## src/verilog/fpi_regs.svh

```systemverilog
`ifndef FPI_REGS_SVH
`define FPI_REGS_SVH

// ============================================================
// Assembly instances
`define FPI_INST_UP_LEG 8'h65
`define FPI_INST_DN_LEG 8'h66
`define FPI_INST_UP_DET 8'h67
`define FPI_INST_DN_DET 8'h68
`define FPI_INST_UP_AUX 8'h81
`define FPI_INST_DN_AUX 8'h82

// ============================================================
// Assembly lengths in 16-bit words
`define FPI_DN_LEN_STD  7'h03
`define FPI_DN_LEN_AUX  7'h02
`define FPI_UP_LEN_LEG  7'h72
`define FPI_UP_LEN_DET  7'h76
`define FPI_UP_LEN_AUX  7'h78
`define FPI_BUF_WORDS   120
`define FPI_NPTS        96

// ============================================================
// Word offsets and the reset bit
`define FPI_W_CONN0     7'h00
`define FPI_W_CONN1     7'h01
`define FPI_W_CONC      7'h02
`define FPI_W_ALM1      7'h62
`define FPI_W_ALM2      7'h68
`define FPI_W_SUM       7'h6e
`define FPI_W_MACH      7'h71
`define FPI_W_FIND      7'h72
`define FPI_W_FEND      7'h76
`define FPI_DN_W_RST    7'h02
`define FPI_RST_BIT     4'h0

// ============================================================
// Controller registers (byte addresses) and fields
`define FPI_A_CTRL      12'h000
`define FPI_A_CONN      12'h004
`define FPI_A_STAT      12'h008
`define FPI_A_BUF       12'h200
`define FPI_A_BUF_END   12'h3e0
`define FPI_C_GO        5'h00
`define FPI_C_MODE      5'h01
`define FPI_C_ABORT     5'h03
`define FPI_C_FRST      5'h08
`define FPI_S_BUSY      5'h00
`define FPI_S_DONE      5'h01
`define FPI_S_LEN       5'h08
`define FPI_S_INST      5'h10

`endif

```

## src/verilog/fpi_pkg.sv

```systemverilog
package fpi_pkg;

	typedef enum logic [1:0] {FPI_MODE_LEG, FPI_MODE_DET, FPI_MODE_AUX} fpi_mode_type;
	typedef enum logic [1:0] {FPI_D_IDLE, FPI_D_RECV, FPI_D_SEND} fpi_dst_type;
	typedef enum logic [1:0] {FPI_M_IDLE, FPI_M_SEND, FPI_M_WAIT} fpi_mst_type;

	typedef struct packed {
		fpi_dst_type st;
		logic [7:0]  dn_inst;
		logic [6:0]  cnt;
		logic [6:0]  len;
		logic [31:0] conn;
		logic        rst_new;
		logic        rst_prev;
		logic        hb;
		logic        up_valid;
		logic        up_last;
		logic [7:0]  up_inst;
		logic [15:0] up_word;
		logic        fault_clr;
		logic        frame_err;
		logic        m_crit;
		logic        m_maint;
		logic        m_alm1;
		logic        m_alm2;
		logic        m_power;
		logic [2:0]  a_crit;
		logic [2:0]  a_maint;
		logic [2:0]  a_alm1;
		logic [2:0]  a_alm2;
		logic [2:0]  a_active;
	} fpi_dev_type;

	typedef struct packed {
		fpi_mst_type  st;
		logic         wr_pend;
		logic         rd_pend;
		logic [11:0]  addr;
		logic [31:0]  hrdata;
		logic         hreadyout;
		fpi_mode_type mode;
		logic         frst;
		logic [31:0]  conn;
		logic         busy;
		logic         done;
		logic [7:0]   up_inst;
		logic [6:0]   up_len;
		logic [6:0]   cnt;
		logic         dn_valid;
		logic         dn_last;
		logic [7:0]   dn_inst;
		logic [15:0]  dn_word;
		logic [119:0][15:0] mem;
	} fpi_mst_state_type;

endpackage

```

## src/verilog/fpi_link_if.sv

```systemverilog
`timescale 1ns/1ps

interface fpi_link_if (
	input wire logic hclk,
	input wire logic hresetn
);
	logic        dn_valid;
	logic        dn_last;
	logic [7:0]  dn_inst;
	logic [15:0] dn_word;
	logic        up_valid;
	logic        up_last;
	logic [7:0]  up_inst;
	logic [15:0] up_word;

	modport dev (
		input  hclk, hresetn, dn_valid, dn_last, dn_inst, dn_word,
		output up_valid, up_last, up_inst, up_word
	);
	modport mst (
		input  hclk, hresetn, up_valid, up_last, up_inst, up_word,
		output dn_valid, dn_last, dn_inst, dn_word
	);
endinterface : fpi_link_if

```

## src/verilog/fpi_device.sv

```systemverilog
// The AHB-Lite interface to the registers and the address map were chosen for this implementation.
`timescale 1ns/1ps
`include "fpi_regs.svh"

module fpi_device
	import fpi_pkg::*;
(
	// Link
	fpi_link_if.dev                    lk,
	// Measurements and unit status
	input  wire logic [`FPI_NPTS*16-1:0] conc_in,
	input  wire logic [`FPI_NPTS-1:0]    alm1_in,
	input  wire logic [`FPI_NPTS-1:0]    alm2_in,
	input  wire logic [5:0]              unit_crit,
	input  wire logic [5:0]              unit_maint,
	input  wire logic [5:0]              unit_active,
	input  wire logic                    power_in,
	input  wire logic [63:0]             fault_ind_in,
	// Link results
	output logic                         fault_clr,
	output logic                         frame_err,
	output logic [31:0]                  conn_stat,
	// Machine flags
	output logic                         mach_crit,
	output logic                         mach_maint,
	output logic                         mach_alm1,
	output logic                         mach_alm2,
	output logic                         power_on,
	// Analyzer flags
	output logic [2:0]                   anl_crit,
	output logic [2:0]                   anl_maint,
	output logic [2:0]                   anl_alm1,
	output logic [2:0]                   anl_alm2,
	output logic [2:0]                   anl_active
);

	fpi_dev_type      s_r;
	fpi_dev_type      s_nxt;
	logic [5:0]       u_alm1;
	logic [5:0]       u_alm2;
	logic [5:0][7:0]  sum_byte;
	logic [2:0]       an_alm1;
	logic [2:0]       an_alm2;
	logic [2:0]       an_crit;
	logic [2:0]       an_maint;
	logic [2:0]       an_active;
	logic [7:0]       mach_byte;

	// ============================================================
	// Per-unit and per-analyzer flags
	genvar g;
	generate
		for (g = 0; g < 6; g++) begin : g_unit
			assign u_alm1[g] = |alm1_in[g*16 +: 16];
			assign u_alm2[g] = |alm2_in[g*16 +: 16];
			// Bit 6 stays zero
			assign sum_byte[g] = {s_r.hb, 1'b0, power_in, unit_active[g], u_alm2[g],
				u_alm1[g], unit_maint[g], unit_crit[g]};
		end
		for (g = 0; g < 3; g++) begin : g_anl
			assign an_alm1[g]   = |alm1_in[g*32 +: 32];
			assign an_alm2[g]   = |alm2_in[g*32 +: 32];
			assign an_crit[g]   = |unit_crit[g*2 +: 2];
			assign an_maint[g]  = |unit_maint[g*2 +: 2];
			assign an_active[g] = |unit_active[g*2 +: 2];
		end
	endgenerate

	assign mach_byte = {s_r.hb, 1'b0, power_in, |unit_active, |alm2_in, |alm1_in,
		|unit_maint, |unit_crit};

	// ============================================================
	// Next state
	always_comb begin
		logic [6:0]  c;
		logic [6:0]  off;
		logic [7:0]  inst;
		logic [6:0]  expect_len;
		logic [15:0] w;
		s_nxt      = s_r;
		c          = 7'h00;
		off        = 7'h00;
		inst       = 8'h00;
		expect_len = 7'h00;
		w          = 16'h0000;
		s_nxt.up_valid  = 1'b0;
		s_nxt.up_last   = 1'b0;
		s_nxt.fault_clr = 1'b0;
		s_nxt.frame_err = 1'b0;

		s_nxt.m_crit   = |unit_crit;
		s_nxt.m_maint  = |unit_maint;
		s_nxt.m_power  = power_in;
		s_nxt.m_alm1   = |alm1_in;
		s_nxt.m_alm2   = |alm2_in;
		s_nxt.a_crit   = an_crit;
		s_nxt.a_maint  = an_maint;
		s_nxt.a_alm1   = an_alm1;
		s_nxt.a_alm2   = an_alm2;
		s_nxt.a_active = an_active;

		case (s_r.st)
			FPI_D_IDLE, FPI_D_RECV: begin
				if (lk.dn_valid) begin
					c    = (s_r.st == FPI_D_IDLE) ? 7'h00 : s_r.cnt;
					inst = (s_r.st == FPI_D_IDLE) ? lk.dn_inst : s_r.dn_inst;
					s_nxt.dn_inst = inst;
					case (c)
						`FPI_W_CONN0:  s_nxt.conn[15:0]  = lk.dn_word;
						`FPI_W_CONN1:  s_nxt.conn[31:16] = lk.dn_word;
						`FPI_DN_W_RST: s_nxt.rst_new     = lk.dn_word[`FPI_RST_BIT];
						default:       s_nxt.rst_new     = s_r.rst_new;
					endcase
					s_nxt.cnt = c + 7'h01;
					s_nxt.st  = FPI_D_RECV;
					if (lk.dn_last) begin
						case (inst)
							`FPI_INST_DN_LEG: expect_len = `FPI_DN_LEN_STD;
							`FPI_INST_DN_DET: expect_len = `FPI_DN_LEN_STD;
							`FPI_INST_DN_AUX: expect_len = `FPI_DN_LEN_AUX;
							default:          expect_len = 7'h00;
						endcase
						if (expect_len != 7'h00 && c + 7'h01 == expect_len) begin
							// Only three-word frames carry the reset word
							if (expect_len == `FPI_DN_LEN_STD) begin
								s_nxt.rst_prev  = s_nxt.rst_new;
								s_nxt.fault_clr = s_r.rst_prev & ~s_nxt.rst_new;
							end
							case (inst)
								`FPI_INST_DN_LEG: begin
									s_nxt.up_inst = `FPI_INST_UP_LEG;
									s_nxt.len     = `FPI_UP_LEN_LEG;
								end
								`FPI_INST_DN_DET: begin
									s_nxt.up_inst = `FPI_INST_UP_DET;
									s_nxt.len     = `FPI_UP_LEN_DET;
								end
								default: begin
									s_nxt.up_inst = `FPI_INST_UP_AUX;
									s_nxt.len     = `FPI_UP_LEN_AUX;
								end
							endcase
							s_nxt.cnt = 7'h00;
							s_nxt.st  = FPI_D_SEND;
						end else begin
							// Wrong length or unknown instance: no answer
							s_nxt.frame_err = 1'b1;
							s_nxt.st        = FPI_D_IDLE;
						end
					end
				end
			end
			FPI_D_SEND: begin
				if (s_r.cnt < `FPI_W_CONC) begin
					w = s_r.cnt[0] ? s_r.conn[31:16] : s_r.conn[15:0];
				end else if (s_r.cnt < `FPI_W_ALM1) begin
					off = s_r.cnt - `FPI_W_CONC;
					w   = conc_in[int'(off)*16 +: 16];
				end else if (s_r.cnt < `FPI_W_ALM2) begin
					off = s_r.cnt - `FPI_W_ALM1;
					w   = alm1_in[int'(off)*16 +: 16];
				end else if (s_r.cnt < `FPI_W_SUM) begin
					off = s_r.cnt - `FPI_W_ALM2;
					w   = alm2_in[int'(off)*16 +: 16];
				end else if (s_r.cnt < `FPI_W_MACH) begin
					off = s_r.cnt - `FPI_W_SUM;
					w   = {sum_byte[int'(off)*2+1], sum_byte[int'(off)*2]};
				end else if (s_r.cnt == `FPI_W_MACH) begin
					w = {8'h00, mach_byte};
				end else if (s_r.cnt < `FPI_W_FEND) begin
					off = s_r.cnt - `FPI_W_FIND;
					w   = fault_ind_in[int'(off)*16 +: 16];
				end else begin
					w = 16'h0000;
				end
				s_nxt.up_valid = 1'b1;
				s_nxt.up_word  = w;
				s_nxt.up_last  = (s_r.cnt == s_r.len - 7'h01);
				s_nxt.cnt      = s_r.cnt + 7'h01;
				if (s_nxt.up_last) begin
					s_nxt.st = FPI_D_IDLE;
					s_nxt.hb = ~s_r.hb;
				end
			end
			default: s_nxt.st = FPI_D_IDLE;
		endcase
	end

	// ============================================================
	// State register
	always_ff @(posedge lk.hclk or negedge lk.hresetn) begin
		if (!lk.hresetn) begin
			s_r <= '0;
		end else begin
			s_r <= s_nxt;
		end
	end

	// ============================================================
	// Outputs
	assign lk.up_valid  = s_r.up_valid;
	assign lk.up_last   = s_r.up_last;
	assign lk.up_inst   = s_r.up_inst;
	assign lk.up_word   = s_r.up_word;
	assign fault_clr    = s_r.fault_clr;
	assign frame_err    = s_r.frame_err;
	assign conn_stat    = s_r.conn;
	assign mach_crit    = s_r.m_crit;
	assign mach_maint   = s_r.m_maint;
	assign mach_alm1    = s_r.m_alm1;
	assign mach_alm2    = s_r.m_alm2;
	assign power_on     = s_r.m_power;
	assign anl_crit     = s_r.a_crit;
	assign anl_maint    = s_r.a_maint;
	assign anl_alm1     = s_r.a_alm1;
	assign anl_alm2     = s_r.a_alm2;
	assign anl_active   = s_r.a_active;

endmodule : fpi_device

```

## src/flat_wrapper.sv

```systemverilog
// flat-port wrapper written by rule: the top's interface ports become plain ports
module fpi_device_flat import fpi_pkg::*;
  (conc_in, alm1_in, alm2_in, unit_crit, unit_maint, unit_active, power_in, fault_ind_in, fault_clr, frame_err, conn_stat, mach_crit, mach_maint, mach_alm1, mach_alm2, power_on, anl_crit, anl_maint, anl_alm1, anl_alm2, anl_active, hclk, hresetn, lk_dn_valid, lk_dn_last, lk_dn_inst, lk_dn_word, lk_up_valid, lk_up_last, lk_up_inst, lk_up_word);
  fpi_link_if lk_i (.hclk(hclk), .hresetn(hresetn));
  input  wire logic [`FPI_NPTS*16-1:0] conc_in;
  input  wire logic [`FPI_NPTS-1:0] alm1_in;
  input  wire logic [`FPI_NPTS-1:0] alm2_in;
  input  wire logic [5:0] unit_crit;
  input  wire logic [5:0] unit_maint;
  input  wire logic [5:0] unit_active;
  input  wire logic power_in;
  input  wire logic [63:0] fault_ind_in;
  output logic fault_clr;
  output logic frame_err;
  output logic [31:0] conn_stat;
  output logic mach_crit;
  output logic mach_maint;
  output logic mach_alm1;
  output logic mach_alm2;
  output logic power_on;
  output logic [2:0] anl_crit;
  output logic [2:0] anl_maint;
  output logic [2:0] anl_alm1;
  output logic [2:0] anl_alm2;
  output logic [2:0] anl_active;
  input wire logic hclk;
  input wire logic hresetn;
  input wire logic [$bits(lk_i.dn_valid)-1:0] lk_dn_valid;
  input wire logic [$bits(lk_i.dn_last)-1:0] lk_dn_last;
  input wire logic [$bits(lk_i.dn_inst)-1:0] lk_dn_inst;
  input wire logic [$bits(lk_i.dn_word)-1:0] lk_dn_word;
  output wire logic [$bits(lk_i.up_valid)-1:0] lk_up_valid;
  output wire logic [$bits(lk_i.up_last)-1:0] lk_up_last;
  output wire logic [$bits(lk_i.up_inst)-1:0] lk_up_inst;
  output wire logic [$bits(lk_i.up_word)-1:0] lk_up_word;
  assign lk_i.dn_valid = lk_dn_valid;
  assign lk_i.dn_last = lk_dn_last;
  assign lk_i.dn_inst = lk_dn_inst;
  assign lk_i.dn_word = lk_dn_word;
  assign lk_up_valid = lk_i.up_valid;
  assign lk_up_last = lk_i.up_last;
  assign lk_up_inst = lk_i.up_inst;
  assign lk_up_word = lk_i.up_word;
  fpi_device u_core (.lk(lk_i), .conc_in(conc_in), .alm1_in(alm1_in), .alm2_in(alm2_in), .unit_crit(unit_crit), .unit_maint(unit_maint), .unit_active(unit_active), .power_in(power_in), .fault_ind_in(fault_ind_in), .fault_clr(fault_clr), .frame_err(frame_err), .conn_stat(conn_stat), .mach_crit(mach_crit), .mach_maint(mach_maint), .mach_alm1(mach_alm1), .mach_alm2(mach_alm2), .power_on(power_on), .anl_crit(anl_crit), .anl_maint(anl_maint), .anl_alm1(anl_alm1), .anl_alm2(anl_alm2), .anl_active(anl_active));
endmodule
```

## config.mk

```make
export PLATFORM = sky130hd
export DESIGN_NAME = fpi_device_flat
export DESIGN_NICKNAME = d
export VERILOG_FILES = /design/src/verilog/fpi_pkg.sv /design/src/verilog/fpi_link_if.sv /design/src/verilog/fpi_device.sv /design/src/flat_wrapper.sv
export VERILOG_INCLUDE_DIRS = /design/src /design/src/verilog
export SDC_FILE = /design/constraint.sdc
export NUM_CORES = 1
export LEC_CHECK = 0
export ABC_AREA = 1
export BUFFER_PORTS_ARGS = -buffer_cell sky130_fd_sc_hd__buf_2
export CAP_MARGIN = 20
export CORE_AREA = 2 2 750 752
export CTS_BUF_LIST = sky130_fd_sc_hd__clkbuf_16
export CTS_CLUSTER_SIZE = 14
export DETAILED_ROUTE_END_ITERATION = 16
export DIE_AREA = 0 0 752 754
export HOLD_SLACK_MARGIN = 0.03
export MAX_ROUTING_LAYER = met4
export PLACE_DENSITY_LB_ADDON = 0.1
export SLEW_MARGIN = 10
export SYNTH_ARGS = -nofsm -noshare
export SYNTH_HDL_FRONTEND = slang
export SYNTH_SLANG_ARGS = --single-unit
```

## constraint.sdc

```tcl
create_clock -name hclk -period 3.3 [get_ports hclk]
set_clock_uncertainty 0.1 [all_clocks]
set_input_delay 0.495 -clock hclk [delete_from_list [all_inputs] [get_ports hclk]]
set_output_delay 0.495 -clock hclk [all_outputs]
set_load 0.005 [all_outputs]
```

======== After elaboration in Yosys (flattened, before gate mapping) ========
Cells that the tools add are included.
storage, ports and cells
  register bits ........................... 107
cells by class
  add/sub/neg operators ................... 9
  order comparisons ....................... 8
  equal/unequal tests ..................... 13
  shift operators ......................... 4
  mux-type cells .......................... 44
  bitwise logic cells ..................... 3
  reduce and logical (&&, ||, !) cells .... 47
operator list
  operator                                                                       count
  1536-bit by 12-bit indexed part select with 16-bit output                      1
  16-bit OR reduction                                                            12
  32-bit OR reduction                                                            6
  96-bit OR reduction                                                            2
  96-bit by 12-bit indexed part select with 16-bit output                        2
  16-bit 2-to-1 mux                                                              10
  64-bit by 12-bit indexed part select with 16-bit output                        1
  58-bit 2-to-1 mux                                                              1
  7-bit less-than comparator, second input constant                              5
  32-bit by 5-bit less-than comparator with 1-bit output, second input constant  1
  8-bit 2-to-1 mux                                                               4
  14-bit 2-to-1 mux                                                              2
  7-bit 2-to-1 mux                                                               4
  7-bit subtractor, second input constant                                        4
  8-bit binary-select mux with 3-bit select                                      1
  2-bit OR reduction                                                             11
  6-bit OR reduction                                                             3
  8-bit binary-select mux with 2-bit select                                      1
  8-bit by 7-bit equality test with 1-bit output, second input constant          2
  8-bit case mux with 2 select lines                                             1
  7-bit by 1-bit adder with 7-bit output, second input constant                  2
  7-bit by 2-bit equality test with 1-bit output, second input constant          2
  7-bit equality test                                                            2
  2-bit 2-to-1 mux                                                               7
  other kinds (27)                                                               41

======== Logic depth before layout (Yosys ltp) ========
  depth after elaboration ................. 14
  depth in mapped cells ................... 23
  gate-level depth less buffers ........... 20

======== Worst setup path before layout ========
No wires, ideal clock.
  path kind ............................... register -> register
  start ................................... register u_core.s_r[91] in the netlist's numbering
  end ..................................... register u_core.s_r, in the netlist u_core.lk.up_word[0]
  data arrival time ....................... 2.786 ns
  data required time ...................... 3.079 ns
  slack ................................... 0.293 ns
  stages on the path, launching flop included .. 18
  buffers on the path ..................... 7
  cell sequence ........................... dfrtp_1 -> inv_2 -> buf_4 -> buf_2 -> buf_1 -> ha_1 -> buf_2 -> inv_2 -> buf_4 -> buf_2 -> clkbuf_1 -> nand4_1 -> nand3_1 -> nand3_1 -> nand3_1 -> nand2_1 -> o21bai_1 -> nand2_1
between the ends
  word-level cells in the longest chain between the ends .. 9
  elaborated cells between the ends (all ways) .. 25
ends and longest elaborated chain
  item                                                     RTL line           text
  from (decl)                                              fpi_device.sv:37   fpi_dev_type s_r;
  from (signal assigned)                                   fpi_device.sv:195  s_r <= s_nxt;
  7-bit subtractor (no source line)                        -
  64-bit by 12-bit indexed part select with 16-bit output  fpi_device.sv:172  w = fault_ind_in[int'(off)*16 +: 16];
  16-bit 2-to-1 mux                                        fpi_device.sv:170  end else if (s_r.cnt < `FPI_W_FEND) begin
  16-bit 2-to-1 mux                                        fpi_device.sv:168  end else if (s_r.cnt == `FPI_W_MACH) begin
  16-bit 2-to-1 mux                                        fpi_device.sv:165  end else if (s_r.cnt < `FPI_W_MACH) begin
  16-bit 2-to-1 mux                                        fpi_device.sv:162  end else if (s_r.cnt < `FPI_W_SUM) begin
  16-bit 2-to-1 mux                                        fpi_device.sv:159  end else if (s_r.cnt < `FPI_W_ALM2) begin
  16-bit 2-to-1 mux                                        fpi_device.sv:156  end else if (s_r.cnt < `FPI_W_ALM1) begin
  16-bit 2-to-1 mux (*)                                    fpi_device.sv:154  if (s_r.cnt < `FPI_W_CONC) begin
Mark *: on every way between the ends. The rest lies on a longest branch, timed or not. The select of a mux whose other input is x is not followed.
A chain may end at the register's enable or synchronous reset.

======== Final worst setup path ========
  start ................................... register u_core.s_r[91] in the netlist's numbering
  end ..................................... register u_core.s_r, in the netlist u_core.lk.up_word[11]
between the ends
  word-level cells in the longest chain between the ends .. 10
  elaborated cells between the ends (all ways) .. 27
ends and longest elaborated chain
  item                                                  RTL line           text
  7-bit subtractor (no source line)                     -
  8-bit by 1-bit adder with 9-bit output                fpi_device.sv:167  w = {sum_byte[int'(off)*2+1], sum_byte[int'(off)*2]};
  8-bit binary-select mux with 3-bit select             fpi_device.sv:167
  8-bit 2-to-1 mux (not written as such) (2 in series)  fpi_device.sv:167
  16-bit 2-to-1 mux                                     fpi_device.sv:165
  16-bit 2-to-1 mux                                     fpi_device.sv:162
  16-bit 2-to-1 mux                                     fpi_device.sv:159
  16-bit 2-to-1 mux                                     fpi_device.sv:156
  16-bit 2-to-1 mux (*)                                 fpi_device.sv:154
Marked as above.

==> reports/qor.yml <==
initial_utilization_pct: 4.009
grt_setup_unrepaired: "yes"
drv_cap: 0
grt_pass1_wl_um: 494700
whs_ns: 0.1842
drt_iter0_drc: 2272
worst_pin_slew_ns: 0.7319
portBuffers: 1916
yosys.area_share.xor_xnor_pct: 0.3126
timing.rr.start: "u_core.s_r[91]"
rrSetupSlack_ns: 0.07
core_area_um2: 559100
die_x_um: 752
fin_area_um2: 50550
most-common-layout-cells: "1915 x buf_2, 1661 x nand2_1, 541 x nor2_1"
finalSetupViolCount: 0
grt_start_max_net_pins: 53
place_ws_ns: -1.125
clkTransAtPathRegs_ns: 0.11
slowest_delay_ns: 0.56
final_layout_size_suffix_gt1_share_pct: 44.14
place.gp.congestion: 0.8297
power_w: 0.01664
ys_async_sr_fraction_pct: 100.0
reg2reg_depth: 17
relSlewSlack_pct: 50.69
numCtsBuffers: 9
crit_family: "buffers and inverters"
ys_seq_elements: 96
netSwitchingFraction_pct: 56.98
io_pins: 1919
status: "complete, no violations"
clk-insertion-delay-late_ns: 0.43
slew_viol_final: 0
final_common_cell: "buf_2"
power_frac_comb_pct: 80.4
placed_cell_area_um2: 46820
drt.antenna.violating_nets: 0
synth_compound_area_share_pct: 18.68
synthCells: 4507
clkSinkCount: 96
p_leak_nw: 22.10
hold_path_class: "in2reg"
finalSetupTns_ns: 0
cts_tree: "done"
fin_nets: 8671
cp.depth: 17
intPower_w: 0.007158
p_switching_w: 0.009481
grt_pass1_vias: 43400
die_h_um: 754
cts.path.max_buffers: 2
fmax_ghz: 0.3098
finalCritPeriodShare_pct: 97.83
hold_depth: 1
ys_warn_count: 0
synth_area_um2: 22420
clkPwrFrac_pct: 8.2
critPathSlowestCell: "dfrtp_4"
drc_errors: 0
crit_path_end_kind: "flop"
critPathKind: "reg2reg"
root_buffer: "clkbuf_16"
fin_ws_ns: 0.07176
critPathBufInv: 6
drt_pre_antenna_iters: 5
viasPerCell: 2.858
hold_viol: 0
yosysSeqAreaShare_pct: 10.72
min_period_ns: 3.228
synth.distinct_cells: 46
seqPwrFrac_pct: 11.3
critical_path_arrival_ns: 3.45
wl_per_cell_um: 28.38
antenna_found_initial: 310
cts_max_level: 3
avgSynthCellArea_um2: 4.973
ir_drop_uv: 267.6
powerDensity_nw_per_um2: 329.1
area_growth_pct: 125.5
start_kind: "flop"
synth-main-ff-cell: "dfrtp_1"
startpoint: "u_core.s_r[91]"
fp.dieArea_um2: 567000
grt_util_all_layers_pct: 13.95
path_cells: "inv_8 -> ha_4 -> buf_16 -> buf_16 -> buf_16 -> buf_4 -> a21oi_1 -> o211ai_1 -> nand3_1 -> nand3_1 -> nand2_1 -> nor2_1 -> a21oi_2 -> buf_12 -> nand2_2 -> nand2_1 -> nand2_1"
min_from: "power_in"
synth_fa_ha_area_share_pct: 0.8373
cp_max_fo: 16
cp.required_ns: 3.52
grt_overflow_total: 0
fill_cells: 66840
synth_top_family_by_area: "simple AND/OR/NAND/NOR gates"
synth_edf_count: 0
via_count: 41340
synthMuxAreaShare_pct: 0
hpwl_um: 361800
synthSimpleGateAreaFrac_pct: 56.05
std_cell_rows: 275
totalWireLength_um: 410600
==> cell families after synthesis <==
group / Yosys count
other: 1
adders and majority gates: 15
AOI/OAI and AO/OA: 759
and+or+nand+nor: 2998
buffers and inverters: 630
xor gates and xnor gates: 8
DFF: 96
==> path summary, 6_finish.rpt <==
| check | end |
|---|---|
| max | u_core.lk.up_word[11] |
| min reg2reg | u_core.s_r[104] |
| max in group asynchronous | u_core.s_r[106] |
| max reg2reg | u_core.lk.up_word[11] |
| min | u_core.power_on |
| min in group asynchronous | u_core.conn_stat[24] |
==> cell type report <==
cell class / count / area (µm²) / area share [%]
clock buffer: 9 / 225.2 / 0.4455
timing repair buffer: 2709 / 18630 / 36.85
antenna: 164 / 410.4 / 0.8118
multi-input combinational: 3782 / 18500 / 36.60
timing repair inverter: 1 / 8.758 / 0.01732
clock inverter: 7 / 93.84 / 0.1856
tap: 7479 / 9358 / 18.51
inverter: 218 / 915.9 / 1.812
sequential: 96 / 2410 / 4.767
==> power by group through the flow <==
stage | clock network (W) | registers [W] | logic (W)
after global routing | 0.00149 | 0.00194 | 0.0146
final | 0.00137 | 0.00189 | 0.0134
after global placement | 0 | 0.00196 | 0.0130
after detailed placement | 0 | 0.00194 | 0.0129
after CTS | 0.00148 | 0.00192 | 0.0133
after floorplan | 0 | 0.00162 | 0.00389
==> flip-flops by register name, indices dropped and copies added, names as in the netlist, 3 cells and up <==
signal / cells
u_core.anl_alm1: 3
u_core.lk.up_word: 16
u_core.anl_crit: 3
u_core.conn_stat: 32
u_core.anl_active: 3
u_core.s_r: 23
u_core.anl_maint: 3
u_core.anl_alm2: 3
==> repair_timing <==
| action | in CTS | in global routing |
|---|---|---|
| buffers inserted | 9 | 89 |
| hold buffers | 1 | 0 |
| cloned | 4 | 13 |
| endpoints found under the hold margin | 21 | 0 |
| endpoints found under the setup margin | 16 | 18 |
| resized for setup | 143 | 260 |
| pin swaps | 13 | 99 |
==> worst reg2reg max path, cell delays in order, from the launching register on <==
cell	delay (ns)
dfrtp_4	0.56
inv_8	0.11
ha_4	0.26
buf_16	0.18
buf_16	0.17
buf_16	0.30
buf_4	0.18
a21oi_1	0.13
o211ai_1	0.12
nand3_1	0.11
nand3_1	0.22
nand2_1	0.12
nor2_1	0.06
a21oi_2	0.17
buf_12	0.16
nand2_2	0.08
nand2_1	0.06
nand2_1	0.05
==> per-layer routing <==
metal  GRT usage [%]  part of all wire [%]
met1           16.68                    43
met2           25.02                    51
met3           2.511                   5.6
met4           1.392                   1.1
met5               -                     0
==> cell usage after synthesis (2+ instances only) <==
library cell  count  area share, %
inv_2            11           0.18
clkbuf_1         81            1.4
nor2_1          564            9.4
ha_1             15           0.84
a21oi_1         241            5.4
nand4_1         246            6.9
o21ai_0         350            7.8
buf_2           200            4.5
and2_1            2          0.056
nor2_4            4           0.20
buf_1            30           0.50
o22ai_1          16           0.45
a31oi_1           6           0.17
buf_4           100            3.3
o31ai_1           2          0.067
nand3b_1          9           0.30
nand2_2           6           0.17
a22oi_1          55            1.8
a21oi_2           2          0.078
o21ai_2           2          0.078
nor3_1            4          0.089
nand2_1        1715             29
dfrtp_1          96             11
nor2_2            9           0.25
o21ai_1           9           0.20
o21bai_1          3           0.10
o2111ai_1         7           0.27
nand3_1         433            9.7
inv_1           205            3.4
o211ai_1         55            1.8
xor2_1            7           0.27
o21a_1            8           0.27
==> stage by stage <==
| step | instances | util [%] |
|---|---|---|
| floorplan | 4508 | - |
| global placement | 14180 | 8.373 |
| detailed placement | 14180 | 8.373 |
| CTS | 14210 | 8.571 |
| global route | 14440 | 9.028 |
| finish | 14470 | 9.042 |
Power figures use the tool's default switching activity.
